<file path="config.mk">
export PLATFORM = sky130hd
export DESIGN_NAME = csm_status_core
export DESIGN_NICKNAME = d
export VERILOG_FILES = /design/src/csm_pkg.sv /design/src/csm_rf_if.sv /design/src/csm_gpr_mem.sv /design/src/csm_status_core.sv
export SDC_FILE = /design/constraint.sdc
export NUM_CORES = 2
export LEC_CHECK = 0
export BUFFER_PORTS_ARGS = -buffer_cell sky130_fd_sc_hd__buf_2
export CAP_MARGIN = 20
export CORE_MARGIN = 8
export CORE_UTILIZATION = 45
export CTS_CLUSTER_SIZE = 30
export DETAILED_ROUTE_END_ITERATION = 16
export PLACE_DENSITY_LB_ADDON = 0.3
export SETUP_SLACK_MARGIN = 0.05
export SKIP_CTS_REPAIR_TIMING = 1
export SYNTH_ARGS = -nofsm -noshare
export SYNTH_HDL_FRONTEND = slang
export SYNTH_SLANG_ARGS = --single-unit
</file>
<file path="constraint.sdc">
create_clock -name ref_clk -period 22.4 [get_ports ref_clk]
set_clock_uncertainty 0.15 [all_clocks]
set_input_delay 5.6 -clock ref_clk [delete_from_list [all_inputs] [get_ports ref_clk]]
set_output_delay 5.6 -clock ref_clk [all_outputs]
set_load 0.01 [all_outputs]
</file>
<file path="src/csm_pkg.sv">
package csm_pkg;

   // status register bit positions
   localparam int BIT_C      = 0;
   localparam int BIT_Z      = 1;
   localparam int BIT_N      = 2;
   localparam int BIT_GIE    = 3;
   localparam int BIT_CORE_HALT_BIT = 4;
   localparam int BIT_CRYSTAL_STOP_BIT = 5;
   localparam int BIT_LOOP_CONTROL_SHUTDOWN   = 6;
   localparam int BIT_DCO_DC_GEN_SHUTDOWN   = 7;
   localparam int BIT_V      = 8;

   // value after reset and writable mask
   localparam logic [15:0] STATUS_RESET = 16'h0000;
   localparam logic [15:0] STATUS_MASK  = 16'h01ff;

   // register indices
   localparam logic [3:0] REG_PC    = 4'h0;
   localparam logic [3:0] REG_SP    = 4'h1;
   localparam logic [3:0] REG_SR    = 4'h2;
   localparam logic [3:0] REG_CG    = 4'h3;
   localparam logic [3:0] REG_FIRST = 4'h4;

   // source and destination mode codes
   localparam logic [1:0] AS_REG   = 2'h0;
   localparam logic [1:0] AS_IDX   = 2'h1;
   localparam logic [1:0] AS_IND   = 2'h2;
   localparam logic [1:0] AS_AUTO  = 2'h3;
   localparam logic       AD_REG   = 1'b0;
   localparam logic       AD_IDX   = 1'b1;

   // generated constants
   localparam logic [15:0] CONST_ZERO = 16'h0000;
   localparam logic [15:0] CONST_ONE  = 16'h0001;
   localparam logic [15:0] CONST_TWO  = 16'h0002;
   localparam logic [15:0] CONST_FOUR = 16'h0004;
   localparam logic [15:0] CONST_EIGHT = 16'h0008;
   localparam logic [15:0] CONST_ONES = 16'hffff;

   // autoincrement steps
   localparam logic [15:0] STEP_BYTE = 16'h0001;
   localparam logic [15:0] STEP_WORD = 16'h0002;

   // alu operation codes
   typedef enum logic [2:0] {
      OP_MOV,
      OP_ADD,
      OP_ADDC,
      OP_SUB,
      OP_SUBC,
      OP_CMP,
      OP_LOGIC
   } csm_op_type;

   // operand location kinds
   typedef enum logic [2:0] {
      LOC_REG,
      LOC_MEM,
      LOC_CONST
   } csm_loc_type;

endpackage

</file>
<file path="src/csm_rf_if.sv">
`timescale 1ns/1ps
interface csm_rf_if;
   import csm_pkg::*;
   logic [3:0]  rd_a_addr;
   logic [15:0] rd_a_data;
   logic [3:0]  rd_b_addr;
   logic [15:0] rd_b_data;
   logic        wr_en;
   logic [3:0]  wr_addr;
   logic [15:0] wr_data;
   logic        inc_en;
   logic [3:0]  inc_addr;
   logic [15:0] inc_step;

   modport core (
      output rd_a_addr,
      input  rd_a_data,
      output rd_b_addr,
      input  rd_b_data,
      output wr_en,
      output wr_addr,
      output wr_data,
      output inc_en,
      output inc_addr,
      output inc_step
   );
   modport store (
      input  rd_a_addr,
      output rd_a_data,
      input  rd_b_addr,
      output rd_b_data,
      input  wr_en,
      input  wr_addr,
      input  wr_data,
      input  inc_en,
      input  inc_addr,
      input  inc_step
   );
endinterface

</file>
<file path="src/csm_gpr_mem.sv">
`timescale 1ns/1ps
module csm_gpr_mem
   import csm_pkg::*;
(
   input  wire logic ref_clk,
   input  wire logic reset,
   input  wire logic clk_en,
   csm_rf_if.store   rf
);

   logic [15:0] regs      [16];
   logic [15:0] next_regs [16];
   logic [15:0] rd_a;
   logic [15:0] rd_b;
   logic [15:0] next_rd_a;
   logic [15:0] next_rd_b;

   // write port wins over increment on the same register
   always_comb begin
      for (int i = 0; i < 16; i++) begin
         next_regs[i] = regs[i];
      end
      if (rf.inc_en && rf.inc_addr >= REG_FIRST) begin
         next_regs[rf.inc_addr] = regs[rf.inc_addr] + rf.inc_step;
      end
      if (rf.wr_en && rf.wr_addr >= REG_FIRST) begin
         next_regs[rf.wr_addr] = rf.wr_data;
      end
      next_rd_a = next_regs[rf.rd_a_addr];
      next_rd_b = next_regs[rf.rd_b_addr];
   end

   // storage and registered read data
   always_ff @(posedge ref_clk or posedge reset) begin
      if (reset) begin
         for (int i = 0; i < 16; i++) begin
            regs[i] <= 16'h0000;
         end
         rd_a <= 16'h0000;
         rd_b <= 16'h0000;
      end else if (clk_en) begin
         regs <= next_regs;
         rd_a <= next_rd_a;
         rd_b <= next_rd_b;
      end
   end

   assign rf.rd_a_data = rd_a;
   assign rf.rd_b_data = rd_b;

endmodule

</file>
<file path="src/csm_status_core.sv">
`timescale 1ns/1ps
// What this block does
// RULE_01: status register direct only in word register mode
// RULE_02: add overflow from same-sign operands, sign change
// RULE_03: subtract overflow from opposite-sign operands, sign change
// RULE_04: dc generator off unless feeding system clocks
// RULE_05: loop control disabled when its bit set
// RULE_06: crystal stopped unless feeding system clocks
// RULE_07: processor off bit halts the core
// RULE_08: maskable interrupts pass only with enable set
// RULE_09: negative flag from bit 15 or 7
// RULE_10: zero flag set on zero result
// RULE_11: carry flag follows operation carry out
// RULE_12: six constants from registers two and three
// RULE_13: constant registers are source only
// RULE_14: register three mode 00 gives zero
// RULE_15: registers four to fifteen byte or word
// RULE_16: decode source and destination mode fields
// RULE_17: symbolic is indexed on program counter
// RULE_18: absolute is indexed with zero base
// RULE_19: autoincrement adds one byte, two word
// RULE_20: immediate is autoincrement on program counter
// RULE_21: seven source modes, four destination modes
// RULE_22: any source and destination pairing accepted
// RULE_23: byte register write clears upper byte
// RULE_24: constant table per register and mode
module csm_status_core
   import csm_pkg::*;
(
   input  wire logic        ref_clk,
   input  wire logic        reset,
   input  wire logic        clk_en,
   input  wire logic        instr_valid,
   input  wire csm_op_type  alu_op,
   input  wire logic        byte_op,
   input  wire logic [3:0]  src_reg,
   input  wire logic [1:0]  source_mode_field,
   input  wire logic [3:0]  dst_reg,
   input  wire logic        dst_mode,
   input  wire logic [15:0] ext_word_src,
   input  wire logic [15:0] ext_word_dst,
   input  wire logic [15:0] pc_value,
   input  wire logic [15:0] mem_src_data,
   input  wire logic [15:0] mem_dst_data,
   input  wire logic [15:0] logic_result,
   input  wire logic        logic_flags_en,
   input  wire logic        irq_request,
   input  wire logic        dco_feeds_sys_clk,
   input  wire logic        xtal_feeds_sys_clk,
   output logic [15:0]      processor_status_flags,
   output logic [15:0]      src_operand,
   output logic [15:0]      src_address,
   output logic             src_from_mem,
   output logic [15:0]      dst_address,
   output logic             dst_to_mem,
   output logic [15:0]      result_data,
   output logic             pc_step_src,
   output logic             core_halt,
   output logic             irq_accept,
   output logic             dco_dc_gen_off,
   output logic             loop_control_off,
   output logic             crystal_off,
   output logic             const_used
);

   csm_rf_if rf ();

   csm_gpr_mem u_mem (
      .ref_clk (ref_clk),
      .reset   (reset),
      .clk_en  (clk_en),
      .rf      (rf.store)
   );

   logic        is_const;
   logic [15:0] const_val;
   logic        sr_direct;
   logic [15:0] sreg_val;
   logic [15:0] dreg_val;
   logic [15:0] src_val;
   logic [15:0] dst_val;
   logic [15:0] sbase;
   logic [15:0] dbase;
   logic [16:0] sum;
   logic [15:0] res;
   logic        msb_a;
   logic        msb_b;
   logic        msb_r;
   logic        carry;
   logic        arith;
   logic        writes_dst;
   logic [15:0] next_status;
   logic [15:0] next_src_operand;
   logic [15:0] next_src_address;
   logic        next_src_from_mem;
   logic [15:0] next_dst_address;
   logic        next_dst_to_mem;
   logic [15:0] next_result_data;
   logic        next_pc_step_src;
   logic        next_const_used;

   // register file addressing; data arrive one cycle later
   assign rf.rd_a_addr = src_reg;
   assign rf.rd_b_addr = dst_reg;

   // pick register or special values for the current operands
   always_comb begin
      sreg_val = rf.rd_a_data;
      if (src_reg == REG_PC) begin
         sreg_val = pc_value;
      end else if (src_reg == REG_SR) begin
         sreg_val = processor_status_flags;
      end
      dreg_val = rf.rd_b_data;
      if (dst_reg == REG_PC) begin
         dreg_val = pc_value;
      end else if (dst_reg == REG_SR) begin
         dreg_val = processor_status_flags;
      end
   end

   // constant generator on registers two and three
   always_comb begin
      is_const  = 1'b0;
      const_val = CONST_ZERO;
      sr_direct = (source_mode_field == AS_REG) && !byte_op;       // RULE_01
      if (src_reg == REG_CG) begin                                  // RULE_12
         is_const = 1'b1;                                           // RULE_13
         case (source_mode_field)
            AS_REG:  const_val = CONST_ZERO;                        // RULE_14
            AS_IDX:  const_val = CONST_ONE;                         // RULE_24
            AS_IND:  const_val = CONST_TWO;
            default: const_val = CONST_ONES;
         endcase
      end else if (src_reg == REG_SR && !sr_direct) begin           // RULE_01
         case (source_mode_field)
            AS_IND: begin
               is_const  = 1'b1;
               const_val = CONST_FOUR;                              // RULE_24
            end
            AS_AUTO: begin
               is_const  = 1'b1;
               const_val = CONST_EIGHT;
            end
            default: is_const = 1'b0;                               // RULE_18
         endcase
      end
   end

   // source and destination operand decode
   always_comb begin
      sbase             = (src_reg == REG_SR) ? 16'h0000 : sreg_val;   // RULE_18
      dbase             = (dst_reg == REG_SR) ? 16'h0000 : dreg_val;   // RULE_18
      next_src_address  = 16'h0000;
      next_src_from_mem = 1'b0;
      next_pc_step_src  = 1'b0;
      src_val           = sreg_val;
      if (is_const) begin
         src_val = const_val;                                       // RULE_12
      end else begin
         case (source_mode_field)                                   // RULE_16 RULE_21
            AS_REG: begin
               src_val = sreg_val;                                  // RULE_15
            end
            AS_IDX: begin
               next_src_address  = sbase + ext_word_src;            // RULE_17
               next_src_from_mem = 1'b1;
               next_pc_step_src  = 1'b1;
               src_val           = mem_src_data;
            end
            AS_IND: begin
               next_src_address  = sreg_val;
               next_src_from_mem = 1'b1;
               src_val           = mem_src_data;
            end
            default: begin
               next_src_address  = sreg_val;                        // RULE_20
               next_src_from_mem = 1'b1;
               next_pc_step_src  = (src_reg == REG_PC);
               src_val           = mem_src_data;
            end
         endcase
      end
      if (byte_op) begin
         src_val = {8'h00, src_val[7:0]};
      end
      next_dst_to_mem  = (dst_mode == AD_IDX);                      // RULE_22
      next_dst_address = (dst_mode == AD_IDX) ? dbase + ext_word_dst : 16'h0000;
      dst_val          = (dst_mode == AD_IDX) ? mem_dst_data : dreg_val;
      // byte ops see only the low byte, so the carry comes out of bit 7
      if (byte_op) begin
         dst_val = {8'h00, dst_val[7:0]};                           // RULE_23
      end
   end

   // autoincrement of the pointer register
   assign rf.inc_en   = instr_valid && clk_en && !is_const && !core_halt
                        && source_mode_field == AS_AUTO;
   assign rf.inc_addr = src_reg;
   assign rf.inc_step = byte_op ? STEP_BYTE : STEP_WORD;           // RULE_19

   // arithmetic result and flag sources
   always_comb begin
      arith = 1'b1;
      carry = 1'b0;
      sum   = 17'h00000;
      case (alu_op)
         OP_ADD:  sum = {1'b0, dst_val} + {1'b0, src_val};
         OP_ADDC: sum = {1'b0, dst_val} + {1'b0, src_val}
                        + {16'h0000, processor_status_flags[BIT_C]};
         OP_SUB,
         OP_CMP:  sum = {1'b0, dst_val} + {1'b0, ~src_val} + 17'h00001;
         OP_SUBC: sum = {1'b0, dst_val} + {1'b0, ~src_val}
                        + {16'h0000, processor_status_flags[BIT_C]};
         OP_LOGIC: begin
            sum   = {1'b0, logic_result};
            arith = 1'b0;
         end
         default: begin
            sum   = {1'b0, src_val};
            arith = 1'b0;
         end
      endcase
      res   = sum[15:0];
      if (byte_op) begin
         res   = {8'h00, sum[7:0]};                                 // RULE_23
         carry = sum[8];                                            // RULE_11
         msb_a = dst_val[7];
         msb_b = src_val[7];
         msb_r = res[7];                                            // RULE_09
         if (alu_op inside {OP_SUB, OP_SUBC, OP_CMP}) begin
            carry = ({1'b0, dst_val[7:0]} + {1'b0, ~src_val[7:0]}
                     + ((alu_op == OP_SUBC) ? {8'h00, processor_status_flags[BIT_C]}
                                            : 9'h001)) >> 8 != 9'h000;
         end else if (alu_op == OP_ADDC) begin
            carry = ({1'b0, dst_val[7:0]} + {1'b0, src_val[7:0]}
                     + {8'h00, processor_status_flags[BIT_C]}) >> 8 != 9'h000;
         end
      end else begin
         carry = sum[16];                                           // RULE_11
         msb_a = dst_val[15];
         msb_b = src_val[15];
         msb_r = res[15];                                           // RULE_09
      end
   end

   // status register next state
   always_comb begin
      next_status = processor_status_flags;
      writes_dst  = instr_valid && alu_op != OP_CMP;
      if (instr_valid && !core_halt) begin
         if (arith || (alu_op == OP_LOGIC && logic_flags_en)) begin
            next_status[BIT_N] = msb_r;                             // RULE_09
            next_status[BIT_Z] = (res == 16'h0000);                 // RULE_10
            next_status[BIT_C] = arith ? carry : (res != 16'h0000);
            next_status[BIT_V] = 1'b0;
            if (alu_op inside {OP_ADD, OP_ADDC}) begin
               next_status[BIT_V] = (msb_a == msb_b) && (msb_r != msb_a);   // RULE_02
            end else if (alu_op inside {OP_SUB, OP_SUBC, OP_CMP}) begin
               next_status[BIT_V] = (msb_a != msb_b) && (msb_r != msb_a);   // RULE_03
            end
         end
         // explicit write into status register, word register mode only
         if (writes_dst && dst_reg == REG_SR && dst_mode == AD_REG && !byte_op) begin
            next_status = res & STATUS_MASK;                        // RULE_01
         end
      end
   end

   // register file writeback for general registers
   assign rf.wr_en   = writes_dst && clk_en && !core_halt && dst_mode == AD_REG
                       && dst_reg >= REG_FIRST;                     // RULE_15
   assign rf.wr_addr = dst_reg;
   assign rf.wr_data = res;                                         // RULE_23

   // operand outputs
   always_comb begin
      next_src_operand = src_val;
      next_result_data = res;
      next_const_used  = is_const;
   end

   // status and operand registers
   always_ff @(posedge ref_clk or posedge reset) begin
      if (reset) begin
         processor_status_flags <= STATUS_RESET;
         src_operand            <= 16'h0000;
         src_address            <= 16'h0000;
         src_from_mem           <= 1'b0;
         dst_address            <= 16'h0000;
         dst_to_mem             <= 1'b0;
         result_data            <= 16'h0000;
         pc_step_src            <= 1'b0;
         const_used             <= 1'b0;
      end else if (clk_en) begin
         processor_status_flags <= next_status;
         src_operand            <= next_src_operand;
         src_address            <= next_src_address;
         src_from_mem           <= next_src_from_mem;
         dst_address            <= next_dst_address;
         dst_to_mem             <= next_dst_to_mem;
         result_data            <= next_result_data;
         pc_step_src            <= next_pc_step_src;
         const_used             <= next_const_used;
      end
   end

   // control outputs from status bits
   always_ff @(posedge ref_clk or posedge reset) begin
      if (reset) begin
         core_halt        <= 1'b0;
         irq_accept       <= 1'b0;
         dco_dc_gen_off   <= 1'b0;
         loop_control_off <= 1'b0;
         crystal_off      <= 1'b0;
      end else if (clk_en) begin
         core_halt        <= next_status[BIT_CORE_HALT_BIT];                         // RULE_07
         irq_accept       <= irq_request && next_status[BIT_GIE];             // RULE_08
         dco_dc_gen_off   <= next_status[BIT_DCO_DC_GEN_SHUTDOWN] && !dco_feeds_sys_clk;     // RULE_04
         loop_control_off <= next_status[BIT_LOOP_CONTROL_SHUTDOWN];                           // RULE_05
         crystal_off      <= next_status[BIT_CRYSTAL_STOP_BIT] && !xtal_feeds_sys_clk;  // RULE_06
      end
   end

endmodule

</file>
==> results.env <==
RUN_STATUS='finished clean'
AREA_GROWTH_PCT=11.3
WORST-ENDPOINT-ARRIVAL_NS=13.82
CLOCK_ROOT_BUFFER='sky130_fd_sc_hd__clkbuf_16'
FINALNETCOUNT=3342
FIN_TNS_SETUP_NS=0
FP.DIEH_UM=265
NUMBER_OF_GLOBAL_ROUTE_VIAS_BEFORE_REPAIR=27100
DRIVE_GT1_SHARE_PCT=20.4
VIA_PER_INST=6.86
WORST_PIN_SLEW_NS=1.12
FMAXACHIEVABLE_GHz=0.0742
WL_MET3_UM=16300
CLOCK-SINKS=368
ROUTE.ANTENNA.REMAINING_NETS=0
POWER_FRAC_COMB_PCT=33.6
DETAILEDROUTE.FIRSTITERATIONVIOLATIONS=4130
INITIAL_CORE_UTIL_PCT=45.4
CTSHTREEMAXLEVEL=2
STATIC-LEAKAGE-POWER_nW=13.1
WORST_SLEW_MARGIN_REL_PCT=24.9
DESIGN.PORTCOUNT=208
TIMING.MAX_CAP.VIOLATIONS=0
POSTSYNTHCELLCOUNT=3126
NUMBER_OF_WARNINGS_ISSUED_BY_YOSYS=0
NETLIST_AREA_UM2=28000
FINAL_HOLD_VIO_COUNT=0
CLOCK_POWER_SHARE_PCT=32.4
POWER.TOTAL_mW=2.46
HOLD-WORST-SLACK_NS=0.239
GRT_SETUP_UNREPAIRED='false'
SYNTH_SEQ_AREA_SHARE_PCT=32.9
TIMING.CRITICAL_PATH.FROM_TYPE='input port'
PORT-BUFFER-COUNT=200
DESIGN.CORE.AREA_UM2=61600
SYNTH-EDFF-COUNT=0
SYNTH_FLOP_CELL='sky130_fd_sc_hd__dfrtp_1'
CRITICAL_PATH.ENDPOINT_TYPE='flip-flop'
PWR_DENSITY_CELL_nW_PER_UM2=78.9
TOTAL_SWITCHING_POWER_mW=0.904
HALF_PERIMETER_WIRE_LENGTH_OF_THE_DETAILED_PLACEMENT_RESULT_UM=89900
PLACEMENTROWS=91
ANTENNA_FOUND_INITIAL=8
REPORT.FINAL.SLEW_VIOL_COUNT=0
AVGROUTEDWIREPERCELL_UM=31.0
WORST_EP_REQUIRED_TIME_NS=22.74
GLOBALROUTETOTALUTIL_PCT=34.5
DR.PASS1.ITERS=7
PEAKVDDDROP_mV=0.0583
DETAILROUTE.WIRELENGTH.MET2_UM=53900
CLK_LAT_WORST_SKEW_NS=0.61
GRT_PASS1_WL_UM=182000
CTS_MADE_BUFFERS=45
FINISH.UTILIZATION_PCT=50.6
SYNTHESIZED_AREA_PER_CELL_UM2=8.95
REMAINING_DRC_ERRORS=0
SETUP_VIOLATIONS=0
CLASS_OF_THE_MOST_CRITICAL_SETUP_PATH='input port to flip-flop'
GLOBAL_PLACEMENT_ROUTABILITY_CONGESTION=1.04
SYNTH-ASYNC-RESET-RATIO_PCT=100
POST-ROUTE-PERIOD-UTIL_PCT=60.2
CLK_PIN_SLEW_NS=0.06
GLOBALROUTE.TOTALOVERFLOW=0
NUMBER_OF_FLIP_FLOPS_AND_LATCHES_IN_THE_SYNTHESIZED_NETLIST=368
FINALWIRELENGTH_UM=125000
VIA_COUNT=27600
SHARE_SEQ_OF_TOTAL_POWER_PCT=34.0
DIE_AREA_UM2=70400
FIN_CRIT_NS=13.48
DIEWIDTH_UM=265
P_SW_SHARE_PCT=36.8
CLOCK_PATH_BUFFERS=3
M1WIRELENGTH_UM=45400
CRITICAL_PATH.MAX_FANOUT=57
INTERNAL_POWER_mW=1.55
POST_SYNTH_NUM_CELL_TYPES=110
CTS_TREE='built'
ROUTE.TOP_LAYER_USED='met5'
GRT_MAX_DEGREE=155
WORSTHOLDPATHTYPE='flip-flop to flip-flop'
[cell usage after synthesis (12+ instances only)]
master	count	area, um^2
sky130_fd_sc_hd__xnor2_1	65	569
sky130_fd_sc_hd__xor2_1	24	210
sky130_fd_sc_hd__a22oi_1	30	225
sky130_fd_sc_hd__o22ai_1	15	93.8
sky130_fd_sc_hd__buf_1	18	67.6
sky130_fd_sc_hd__buf_2	28	140
sky130_fd_sc_hd__nor2_1	320	1200
sky130_fd_sc_hd__a211oi_1	80	601
sky130_fd_sc_hd__nor2b_1	24	150
sky130_fd_sc_hd__mux2i_1	54	541
sky130_fd_sc_hd__o2bb2ai_1	31	272
sky130_fd_sc_hd__nand2_1	358	1340
sky130_fd_sc_hd__a21oi_1	218	1090
sky130_fd_sc_hd__nand3_1	48	240
sky130_fd_sc_hd__o21bai_1	24	180
sky130_fd_sc_hd__nor4_1	16	100
sky130_fd_sc_hd__o211ai_1	98	736
sky130_fd_sc_hd__inv_1	111	417
sky130_fd_sc_hd__ha_1	63	788
sky130_fd_sc_hd__nand2b_1	26	163
sky130_fd_sc_hd__nor3_1	38	190
sky130_fd_sc_hd__mux4_2	160	3600
sky130_fd_sc_hd__mux2_2	32	360
sky130_fd_sc_hd__dfrtp_1	368	9210
sky130_fd_sc_hd__a21o_1	16	120
sky130_fd_sc_hd__or2_2	16	100
sky130_fd_sc_hd__clkbuf_1	257	965
sky130_fd_sc_hd__o21a_1	22	165
sky130_fd_sc_hd__o31ai_1	30	225
sky130_fd_sc_hd__and3_1	12	75.1
sky130_fd_sc_hd__a31oi_1	47	294
sky130_fd_sc_hd__o21ai_0	203	1020
[worst paths after layout]
check / from / to / slack [ns] / cells past startpoint
worst min-delay path: u_mem.regs[204] / u_mem.regs[204] / 0.24 / 0
worst min register to register: u_mem.regs[204] / u_mem.regs[204] / 0.24 / 0
worst max-delay path: src_reg[1] / processor_status_flags[0] / 8.92 / 24
max in group asynchronous: reset / result_data[7] / 15.10 / 4
min in group asynchronous: reset / u_mem.regs[8] / 4.95 / 2
worst max register to register: processor_status_flags[0] / processor_status_flags[0] / 14.65 / 21
[cells by family (layout without fill, tap and decap cells)]
logic type	after synthesis	count (layout)	synth area share [%]
compound gates	968	968	23.0
xor+xnor	90	90	2.89
fa+ha+maj	73	73	3.35
buf+inv	434	493	6.20
flops	368	368	32.9
mux	248	248	16.2
other cells	1	9	0.0134
simple gates	944	944	15.4
[worst max-delay path, cell delays in order]
cell                       delay (ns)
sky130_fd_sc_hd__buf_4           0.65
sky130_fd_sc_hd__nor4b_2         0.32
sky130_fd_sc_hd__buf_4           0.32
sky130_fd_sc_hd__mux2i_1         0.21
sky130_fd_sc_hd__o21ai_0         0.15
sky130_fd_sc_hd__nand2_1         0.08
sky130_fd_sc_hd__o21ai_0         0.09
sky130_fd_sc_hd__a222oi_1        0.89
sky130_fd_sc_hd__ha_1            0.38
sky130_fd_sc_hd__fa_1            0.27
sky130_fd_sc_hd__a21oi_1         0.15
sky130_fd_sc_hd__nor4b_1         0.50
sky130_fd_sc_hd__nor4_1          0.18
sky130_fd_sc_hd__xnor2_1         0.45
sky130_fd_sc_hd__or4b_2          0.62
sky130_fd_sc_hd__a32oi_1         0.33
sky130_fd_sc_hd__and3_1          0.30
sky130_fd_sc_hd__o221ai_2        0.16
sky130_fd_sc_hd__xnor2_1         0.58
sky130_fd_sc_hd__nor2_1          0.23
sky130_fd_sc_hd__nor2_2          0.42
sky130_fd_sc_hd__nand2_1         0.14
sky130_fd_sc_hd__or4_1           0.52
sky130_fd_sc_hd__a32o_1          0.26
[routing by layer]
metal,global-route usage (%),vias up
met2,51.9,2101
met1,43.0,13500
li1,-,11500
met4,21.3,12
met5,0,-
met3,10.8,525
[metrics by stage]
step,cells,setup WS [ns],area (um^2)
finish,4030,8.92,31100
global route,4029,8.52,31100
CTS,4027,9.12,31100
detailed placement,3944,8.50,29500
global placement,3943,8.23,29500
floorplan,3132,6.43,28000
[placed cells by master, fill, tap and decap left out, types with 10 or more instances in the layout]
master                      netlist  final
sky130_fd_sc_hd__o221ai_1        10     10
sky130_fd_sc_hd__nor2_1         320    317
sky130_fd_sc_hd__o21ai_1         11     11
sky130_fd_sc_hd__mux4_2         160    160
sky130_fd_sc_hd__buf_4           11     96
sky130_fd_sc_hd__nand2_1        358    358
sky130_fd_sc_hd__nand3_1         48     48
sky130_fd_sc_hd__o21bai_1        24     24
sky130_fd_sc_hd__o21ai_0        203    203
sky130_fd_sc_hd__a21o_1          16     16
sky130_fd_sc_hd__a21oi_1        218    218
sky130_fd_sc_hd__xor2_1          24     24
sky130_fd_sc_hd__mux2i_1         54     54
sky130_fd_sc_hd__o2bb2ai_1       31     31
sky130_fd_sc_hd__o21a_1          22     22
sky130_fd_sc_hd__inv_1          111    109
sky130_fd_sc_hd__clkbuf_16        0     45
sky130_fd_sc_hd__and3_1          12     12
sky130_fd_sc_hd__buf_2           28    195
sky130_fd_sc_hd__a22oi_1         30     30
sky130_fd_sc_hd__ha_1            63     63
sky130_fd_sc_hd__o22ai_1         15     15
sky130_fd_sc_hd__o31ai_1         30     30
sky130_fd_sc_hd__clkinv_2         0     10
sky130_fd_sc_hd__nor2b_1         24     24
sky130_fd_sc_hd__nand2b_1        26     26
sky130_fd_sc_hd__or2_2           16     16
sky130_fd_sc_hd__a31oi_1         47     47
sky130_fd_sc_hd__mux2_2          32     32
sky130_fd_sc_hd__dfrtp_1        368    368
sky130_fd_sc_hd__nand4_1         10     10
sky130_fd_sc_hd__xnor2_1         65     65
sky130_fd_sc_hd__o211ai_1        98     98
sky130_fd_sc_hd__nor3_1          38     35
sky130_fd_sc_hd__a211oi_1        80     80
sky130_fd_sc_hd__nor4_1          16     15
[area by class of cell]
type	instances	area, um^2
multi-input combinational	2330	17100
tap	837	1050
fill	5658	30500
clock inverter	26	348
sequential	368	9210
inverter	116	444
clock buffer	57	1250
timing repair buffer	294	1740
antenna	2	5.00
[sequential cells by signal (all words and copies together), names as in the netlist, 9 cells and up]
| signal | flops |
|---|---|
| src_address | 16 |
| u_mem.rf.rd_b_data | 16 |
| src_operand | 16 |
| result_data | 16 |
| u_mem.regs | 256 |
| dst_address | 16 |
| u_mem.rf.rd_a_data | 16 |
| processor_status_flags | 9 |
[power groups by stage]
stage	combinational [mW]	sequential [mW]	clock, mW
final	0.825	0.835	0.795
after global routing	0.879	0.841	0.828
after CTS	0.806	0.829	0.801
after detailed placement	0.801	0.840	0
after global placement	0.786	0.835	0
after floorplan	0.555	0.820	0
(Power assumes the default switching activity.)
